## src/rtl/spm_pkg.sv

```systemverilog
// Purpose: constants and types of the SPI master/slave port
// Assumes: register index times four gives the Avalon byte address
// Notes:   see the list below for the behaviour this block keeps
//
// What this block does
// [RULE_01] Every byte transfer shifts one bit out and one bit in together.
// [RULE_02] As master, writing the data buffer starts a byte with generated clock.
// [RULE_03] As master, after transfer done the data buffer reads the received byte.
// [RULE_04] Data buffer writes load outgoing byte, reads return incoming byte.
// [RULE_05] As slave, software loads the data buffer before the master clocks.
// [RULE_06] As slave with nothing loaded, incoming clocks exchange no data.
// [RULE_07] As slave, received byte is readable when transfer done is raised.
// [RULE_08] Control bit 7 enables the interrupt; resets to zero.
// [RULE_09] Control bit 6 enables the port; resets to zero.
// [RULE_10] Control bit 4 selects master when one; resets to one.
// [RULE_11] Control bit 3 sets the idle serial clock level.
// [RULE_12] Polarity and phase together choose the data transition edge.
// [RULE_13] As master, control bits 1:0 with extension bits select the divider.
// [RULE_14] Slave with polarity equal phase: change on falling, sample on rising.
// [RULE_15] Slave with polarity unequal phase: change on rising, sample on falling.
// [RULE_16] Four-bit code divides system clock: 0010 by 8 up to 1011 by 4096.
// [RULE_17] Transfer done flag sets at each byte end, stays until cleared.
// [RULE_18] Bytes shift most significant bit first.
package spm_pkg;

  // ****************************************
  // Register map
  // ****************************************
  localparam logic [15:0] IDX_CTRL = 16'h2540;
  localparam logic [15:0] IDX_STAT = 16'h2541;
  localparam logic [15:0] IDX_DATA = 16'h2542;
  localparam logic [15:0] IDX_EXT  = 16'h2543;
  localparam logic [15:0] IDX_MASK = 16'h2544;
  localparam logic [15:0] ADR_CTRL = {IDX_CTRL[13:0], 2'b00};
  localparam logic [15:0] ADR_STAT = {IDX_STAT[13:0], 2'b00};
  localparam logic [15:0] ADR_DATA = {IDX_DATA[13:0], 2'b00};
  localparam logic [15:0] ADR_EXT  = {IDX_EXT[13:0], 2'b00};
  localparam logic [15:0] ADR_MASK = {IDX_MASK[13:0], 2'b00};

  // ****************************************
  // Field positions and reset values
  // ****************************************
  localparam int CTRL_IRQ_EN = 7;
  localparam int CTRL_PORT_EN = 6;
  localparam int CTRL_MASTER = 4;
  localparam int CTRL_CLOCK_IDLE_POLARITY = 3;
  localparam int CTRL_CLOCK_PHASE_SELECT = 2;
  localparam int STAT_DONE = 7;
  localparam int STAT_WCOL = 6;
  localparam logic [7:0] CTRL_WMASK = 8'hDF;
  localparam logic [7:0] EXT_WMASK  = 8'h03;
  localparam logic [7:0] STAT_USED  = 8'hC0;
  localparam logic [7:0] CTRL_RST   = 8'h10;
  localparam logic [7:0] EXT_RST    = 8'h02;
  localparam logic [7:0] MASK_RST   = 8'hFF;
  localparam logic [3:0] LAST_EDGE  = 4'hF;
  localparam logic [3:0] LAST_BIT   = 4'h7;

  // ****************************************
  // Types
  // ****************************************
  typedef enum logic [1:0] {ST_IDLE, ST_MASTER, ST_SLAVE} spm_state_type;

  typedef struct packed {
    logic sckOut;
    logic sckOe;
    logic sdoOut;
    logic sdoOe;
  } spm_pins_type;

  typedef struct packed {
    spm_state_type st;
    logic [7:0]    ctrl;
    logic [7:0]    ext;
    logic [7:0]    mask;
    logic [7:0]    stat;
    logic [7:0]    txSh;
    logic [7:0]    rxSh;
    logic [7:0]    rxBuf;
    logic          outBit;
    logic          sck;
    logic          sckPrev;
    logic [3:0]    edgeCnt;
    logic [11:0]   divCnt;
    logic          ack;
    logic [7:0]    rdata;
  } spm_regs_type;

  // [RULE_16] divider code table
  // Half period in system clocks; reserved codes fall back to divide by 8
  function automatic logic [11:0] spm_half_period(input logic [3:0] code);
    logic [11:0] h;
    h = 12'h004;
    unique case (code)
      4'h3: h = 12'h010;
      4'h4: h = 12'h020;
      4'h5: h = 12'h008;
      4'h6: h = 12'h040;
      4'h7: h = 12'h080;
      4'h8: h = 12'h100;
      4'h9: h = 12'h200;
      4'hA: h = 12'h400;
      4'hB: h = 12'h800;
      default: h = 12'h004;
    endcase
    return h;
  endfunction : spm_half_period

endpackage : spm_pkg

```

## src/rtl/spm_port.sv

```systemverilog
// Purpose: byte SPI port, master or slave, behind an Avalon-MM slave
// Assumes: serial inputs are synchronous to ref_clk
// Notes:   one state struct, registered once per clock
`timescale 1ns/1ps
`default_nettype none
module spm_port
  import spm_pkg::*;
(
  // Clock and reset
  input  wire logic         ref_clk,
  input  wire logic         rst_b,
  // Avalon-MM slave
  input  wire logic [15:0]  address,
  input  wire logic         read,
  input  wire logic         write,
  input  wire logic [31:0]  writedata,
  input  wire logic [3:0]   byteenable,
  output logic      [31:0]  readdata,
  output logic              waitrequest,
  // Serial link
  input  wire logic         sckIn,
  input  wire logic         sdiIn,
  output spm_pins_type      pins,
  // Interrupt
  output logic              irq
);

  spm_regs_type s_q;
  spm_regs_type s_d;

  logic       portEn;
  logic       isMaster;
  logic       clock_idle_polarity;
  logic       clock_phase_select;
  logic       busFire;
  logic       doWr;
  logic       doRd;
  logic       evDone;
  logic       evCol;
  logic       sckRise;
  logic       sckEdge;
  logic       sampleNow;
  logic [11:0] halfPer;

  assign portEn   = s_q.ctrl[CTRL_PORT_EN];
  assign isMaster = s_q.ctrl[CTRL_MASTER];
  assign clock_idle_polarity     = s_q.ctrl[CTRL_CLOCK_IDLE_POLARITY];
  assign clock_phase_select     = s_q.ctrl[CTRL_CLOCK_PHASE_SELECT];
  // [RULE_13] divider code select
  assign halfPer  = spm_half_period({s_q.ext[1:0], s_q.ctrl[1:0]});

  // ****************************************
  // Next state
  // ****************************************
  always_comb
  begin
    s_d       = s_q;
    evDone    = 1'b0;
    evCol     = 1'b0;
    sampleNow = 1'b0;
    sckRise   = sckIn & ~s_q.sckPrev;
    sckEdge   = sckIn ^ s_q.sckPrev;
    s_d.sckPrev = sckIn;

    // Bus: one wait cycle, effect at the edge where waitrequest is low
    busFire  = s_q.ack & (read | write);
    doWr     = busFire & write & byteenable[0];
    doRd     = busFire & read;
    s_d.ack  = (read | write) & ~s_q.ack;
    s_d.rdata = 8'h00;
    if ((read | write) & ~s_q.ack)
    begin
      unique case (address)
        ADR_CTRL: s_d.rdata = s_q.ctrl;
        ADR_STAT: s_d.rdata = s_q.stat;
        // [RULE_04] reads return received byte
        ADR_DATA: s_d.rdata = s_q.rxBuf;
        ADR_EXT:  s_d.rdata = s_q.ext;
        ADR_MASK: s_d.rdata = s_q.mask;
        default:  s_d.rdata = 8'h00;
      endcase
    end

    if (doWr)
    begin
      unique case (address)
        // [RULE_08] [RULE_09] [RULE_10] control fields
        ADR_CTRL: s_d.ctrl = writedata[7:0] & CTRL_WMASK;
        ADR_EXT:  s_d.ext  = writedata[7:0] & EXT_WMASK;
        ADR_MASK: s_d.mask = writedata[7:0] & STAT_USED;
        default:  ;
      endcase
    end

    // Data buffer write loads the shifter
    if (doWr && address == ADR_DATA)
    begin
      if (s_q.st != ST_IDLE)
        evCol = 1'b1;
      else if (portEn)
      begin
        s_d.edgeCnt = 4'h0;
        s_d.divCnt  = halfPer - 12'h001;
        // [RULE_18] MSB first; phase 0 presents bit 7 before first edge
        if (!clock_phase_select)
        begin
          s_d.outBit = writedata[7];
          s_d.txSh   = {writedata[6:0], 1'b0};
        end
        else
          s_d.txSh = writedata[7:0];
        // [RULE_02] master starts at once
        if (isMaster)
          s_d.st = ST_MASTER;
        // [RULE_05] slave waits for the far clock
        else
          s_d.st = ST_SLAVE;
      end
    end

    // ****************************************
    // Shift engine
    // ****************************************
    unique case (s_q.st)
      ST_IDLE:
      begin
        // [RULE_11] idle clock level
        s_d.sck = clock_idle_polarity;
      end
      ST_MASTER:
      begin
        if (s_q.divCnt == 12'h000)
        begin
          s_d.divCnt  = halfPer - 12'h001;
          s_d.sck     = ~s_q.sck;
          s_d.edgeCnt = s_q.edgeCnt + 4'h1;
          // [RULE_12] even edges lead; phase picks sample edge
          sampleNow = (s_q.edgeCnt[0] == clock_phase_select);
          if (s_q.edgeCnt == LAST_EDGE)
            evDone = 1'b1;
        end
        else
          s_d.divCnt = s_q.divCnt - 12'h001;
      end
      ST_SLAVE:
      begin
        // [RULE_06] only reached with a byte loaded
        if (sckEdge)
        begin
          // [RULE_14] [RULE_15] sample edge from polarity and phase
          sampleNow = (sckRise == (clock_idle_polarity == clock_phase_select));
          if (sampleNow)
          begin
            s_d.edgeCnt = s_q.edgeCnt + 4'h1;
            if (s_q.edgeCnt == LAST_BIT)
              evDone = 1'b1;
          end
        end
      end
      default: s_d.st = ST_IDLE;
    endcase

    // [RULE_01] sample in, or shift out, on the chosen edge
    if (s_q.st == ST_MASTER || s_q.st == ST_SLAVE)
    begin
      if (sampleNow)
        s_d.rxSh = {s_q.rxSh[6:0], sdiIn};
      else if ((s_q.st == ST_MASTER && s_q.divCnt == 12'h000) || (s_q.st == ST_SLAVE && sckEdge))
      begin
        s_d.outBit = s_q.txSh[7];
        s_d.txSh   = {s_q.txSh[6:0], 1'b0};
      end
    end

    if (evDone)
    begin
      // [RULE_03] [RULE_07] received byte to the buffer at done
      s_d.rxBuf = s_d.rxSh;
      s_d.st    = ST_IDLE;
    end

    if (!portEn)
    begin
      s_d.st  = ST_IDLE;
      s_d.sck = clock_idle_polarity;
    end

    // [RULE_17] sticky flags, read clears, a new event wins
    // Clear only what the read reported, so a later event is kept
    if (doRd && address == ADR_STAT)
      s_d.stat = s_q.stat & ~s_q.rdata;
    if (evDone)
      s_d.stat[STAT_DONE] = 1'b1;
    if (evCol)
      s_d.stat[STAT_WCOL] = 1'b1;
  end

  // ****************************************
  // State register
  // ****************************************
  always_ff @(posedge ref_clk or negedge rst_b)
  begin
    if (!rst_b)
    begin
      s_q         <= '0;
      s_q.st      <= ST_IDLE;
      s_q.ctrl    <= CTRL_RST;
      s_q.ext     <= EXT_RST;
      s_q.mask    <= MASK_RST & STAT_USED;
      s_q.sckPrev <= 1'b0;
    end
    else
      s_q <= s_d;
  end

  // ****************************************
  // Outputs
  // ****************************************
  assign waitrequest = (read | write) & ~s_q.ack;
  assign readdata    = {24'h000000, s_q.rdata};
  assign pins.sckOut = s_q.sck;
  assign pins.sckOe  = portEn & isMaster;
  assign pins.sdoOut = s_q.outBit;
  // Slave drives its output only while a byte is loaded
  assign pins.sdoOe  = portEn & (isMaster | (s_q.st == ST_SLAVE));
  // [RULE_08] interrupt gate
  assign irq = s_q.ctrl[CTRL_IRQ_EN] & |(s_q.stat & s_q.mask);

endmodule : spm_port
`default_nettype wire

```

## config.mk

```make
export PLATFORM = sky130hd
export DESIGN_NAME = spm_port
export DESIGN_NICKNAME = d
export VERILOG_FILES = /design/src/rtl/spm_pkg.sv /design/src/rtl/spm_port.sv
export SDC_FILE = /design/constraint.sdc
export NUM_CORES = 1
export LEC_CHECK = 0
export BUFFER_PORTS_ARGS = -buffer_cell sky130_fd_sc_hd__buf_2
export CAP_MARGIN = 20
export CORE_ASPECT_RATIO = 0.9
export CORE_MARGIN = 2
export CORE_UTILIZATION = 46
export DETAILED_ROUTE_END_ITERATION = 6
export PLACE_DENSITY = 0.69
export REMOVE_ABC_BUFFERS = 1
export SYNTH_ARGS = -nofsm -noshare
export SYNTH_HDL_FRONTEND = slang
export SYNTH_SLANG_ARGS = --single-unit
```

## constraint.sdc

```tcl
create_clock -name ref_clk -period 2.76 [get_ports ref_clk]
set_input_delay 0.138 -clock ref_clk [delete_from_list [all_inputs] [get_ports ref_clk]]
set_output_delay 0.138 -clock ref_clk [all_outputs]
set_load 0.02 [all_outputs]
```

==> flow_metrics.py <==
metrics = {
    "outcome": {
        "status": "finished, final reports clean",
    },
    "floorplan": {
        "core_mm2": 0.00913,
        "core.rowCount": 33,
        "die_w_um": 106,
        "die_y_um": 95.9,
        "pin_count": 96,
        "dieArea_mm2": 0.0102,
        "floorplan.initialDensity": 0.473,
    },
    "setup_path": {
        "criticalPathCategory": "flop to flop",
        "cp_slowest_cell": "or4b_1",
        "cp_max_fo": 11,
        "cp_num_buf_inv": 2,
        "path_delay_family": "simple AND/OR/NAND/NOR gates",
        "start_kind": "flop",
        "path_cells": "inv_1 -> ha_1 -> or4b_1 -> nor4_4 -> mux2i_1 -> nor2_1 -> buf_4 -> mux2_2",
        "critPathMaxStageDelay_ps": 510,
        "endpoint_kind": "flop",
        "arrival_ps": 2800,
        "required_ps": 3010,
    },
    "timing": {
        "maxSlewViolCount": 0,
        "skew_ps": 12.1,
        "fmax_mhz": 392,
        "slew_headroom": 0.529,
        "post-route-period-util": 0.924,
        "rsz0062_at_grt": "no",
        "setup_viol": 0,
        "fin_tns_setup_ps": 0,
        "worst_slew_pin_slew_ps": 706,
        "finalCriticalPeriod_ps": 2550,
        "hold_viol": 0,
    },
    "drt": {
        "via_per_inst": 5.43,
        "drt-pass1-iter-count": 5,
        "ant_nets": 0,
        "vias": 3251,
        "wl_um": 9180,
        "wl_per_cell_um": 15.3,
        "drc": 0,
        "drt_iter0_markers": 176,
    },
    "layout": {
        "area_delta_synth_final_pct": 10.2,
        "diodes": 0,
        "layout.cells.most_common": "dfrtp_1",
        "drive_gt1_frac": 0.249,
        "layout_common_cells": "dfrtp_1 (69), buf_2 (44), mux2_2 (30), nor2_1 (28), a21oi_1 (28)",
        "nets": 539,
    },
    "clocking": {
        "clk_pin_slew_ps": 90,
        "clk_path_buf_depth": 2,
        "clockRootBuffer": "clkbuf_8",
        "cts_num_sinks": 73,
        "clock_latency_ps": 360,
        "cts_tree": "built",
        "cts_resized": 0,
        "htree_levels": 3,
        "cts-buffers-inserted": 9,
    },
    "synth": {
        "ys_ff_latch": 73,
        "seq_area_frac_synth": 0.424,
        "yosysUniqueCellTypes": 58,
        "ys.flop_type": "dfrtp_1",
        "syn_area_mm2": 0.00432,
        "synthArstFlopShare": 1.00,
        "synth_edf_count": 0,
        "synthCells": 435,
        "syn_avg_cell_area_um2": 9.92,
        "yosys_warnings": 0,
    },
    "pwr": {
        "p_leak_nw": 2.17,
        "design_power_total_mw": 2.08,
        "ir_worst_vdd_mv": 0.266,
        "power_density_mw_per_mm2": 436,
    },
    "placement": {
        "dpl.hpwl_um": 6660,
        "placement.io_buffers": 44,
        "routabilityCongestion": 0.825,
    },
    "worst_hold_path": {
        "min_path_type": "input pin to flop",
    },
    "global_routing": {
        "grtUsageTotal": 0.194,
        "grt_remaining_overflow": 0,
        "grt_pass1_wl_um": 15500,
        "first_global_vias": 3178,
        "grt_max_degree": 30,
        "antenna_found_initial": 0,
    },
    "flow_run": {
        "drv_cap": 0,
    },
}
final timing paths:
path | startpoint | to | slack, ps | cells past startpoint
min in group asynchronous | rst_b | s_q[38] | 310 | 2
setup reg to reg | s_q[9] | s_q[31] | 210 | 8
max in group asynchronous | rst_b | isMaster | 1610 | 3
hold reg to reg | readdata[3] | s_q[55] | 460 | 1
hold / removal | writedata[1] | s_q[69] | 30 | 3
setup / recovery | s_q[9] | s_q[31] | 210 | 8
synth_stat cells, types with 4 or more instances:
| master | count | area [um^2] |
|---|---|---|
| nor4b_1 | 4 | 35.0 |
| nor2_1 | 28 | 105 |
| o311ai_0 | 4 | 35.0 |
| nor3_1 | 15 | 75.1 |
| dfstp_2 | 4 | 105 |
| nand2_1 | 21 | 78.8 |
| nor2b_1 | 8 | 50.1 |
| inv_1 | 17 | 63.8 |
| a21o_1 | 5 | 37.5 |
| buf_4 | 35 | 263 |
| nand3_1 | 15 | 75.1 |
| mux2i_1 | 20 | 200 |
| ha_1 | 9 | 113 |
| o31ai_1 | 4 | 30.0 |
| a21boi_0 | 8 | 60.1 |
| or3_1 | 4 | 25.0 |
| o211ai_1 | 4 | 30.0 |
| a21oi_1 | 28 | 140 |
| o21ai_0 | 24 | 120 |
| nand2b_1 | 5 | 31.3 |
| clkbuf_1 | 19 | 71.3 |
| dfrtp_1 | 69 | 1730 |
| mux2_2 | 30 | 338 |
sequential cells by signal, summed over array words and instances, names as in the netlist:
name / flops
clock_idle_polarity: 1
portEn: 1
clock_phase_select: 1
pins: 2
readdata: 8
isMaster: 1
s_q: 59
routing by layer:
metal / share of wire / global-route usage
met3: 0.046 / 0.0440
met5: 0 / 0
met4: 0.0083 / 0.0537
met1: 0.48 / 0.265
met2: 0.46 / 0.315
kinds of logic (layout without fill, tap and decap cells):
| kind of cell | Yosys count | count (layout) | synth area share |
|---|---|---|---|
| compound gates | 91 | 91 | 0.137 |
| xor+xnor | 4 | 4 | 0.0113 |
| fa+ha+maj | 9 | 9 | 0.0261 |
| buf+inv | 75 | 94 | 0.0977 |
| flops | 73 | 73 | 0.424 |
| mux | 52 | 52 | 0.135 |
| other cells | 1 | 24 | 0.000869 |
| simple gates | 130 | 130 | 0.167 |
metrics by stage:
step / hold WS [ps] / utilization / cell area [um^2] / cells / worst slack (ps)
finish: 30.6 / 0.521 / 4750 / 599 / 211
detailed placement: 171 / 0.496 / 4530 / 581 / 226
global placement: 157 / 0.496 / 4530 / 581 / 242
global route: 24.8 / 0.521 / 4750 / 599 / 59.1
floorplan: -158 / - / 4040 / 400 / 126
CTS: 15.3 / 0.521 / 4750 / 599 / 207
repair_timing:
action / CTS / global route
hold endpoints to repair: 23 / 0
hold buffers: 2 / 0
setup buffers: 0 / 0
endpoints found under the setup margin: 0 / 0
worst min-delay path, delay by kind of cell:
kind / cells / cell delay, ps
buf+inv: 1 / 120
simple gates: 1 / 50
compound gates: 1 / 70
power breakdown:
group | internal [mW] | switching [mW]
clock | 0.433 | 0.450
sequential | 1.07 | 0.00200
combinational | 0.0334 | 0.0844
total | 1.54 | 0.536
area by class of cell:
class                           instances  area, um^2
Clock buffer                            9         124
Clock inverter                          7        81.3
Fill cell                             833        4370
Inverter                               17        63.8
Multi-Input combinational cell        310        2150
Sequential cell                        73        1830
Tap cell                              122         153
Timing Repair Buffer                   61         353
No activity file was read; power rests on OpenSTA's default activity.
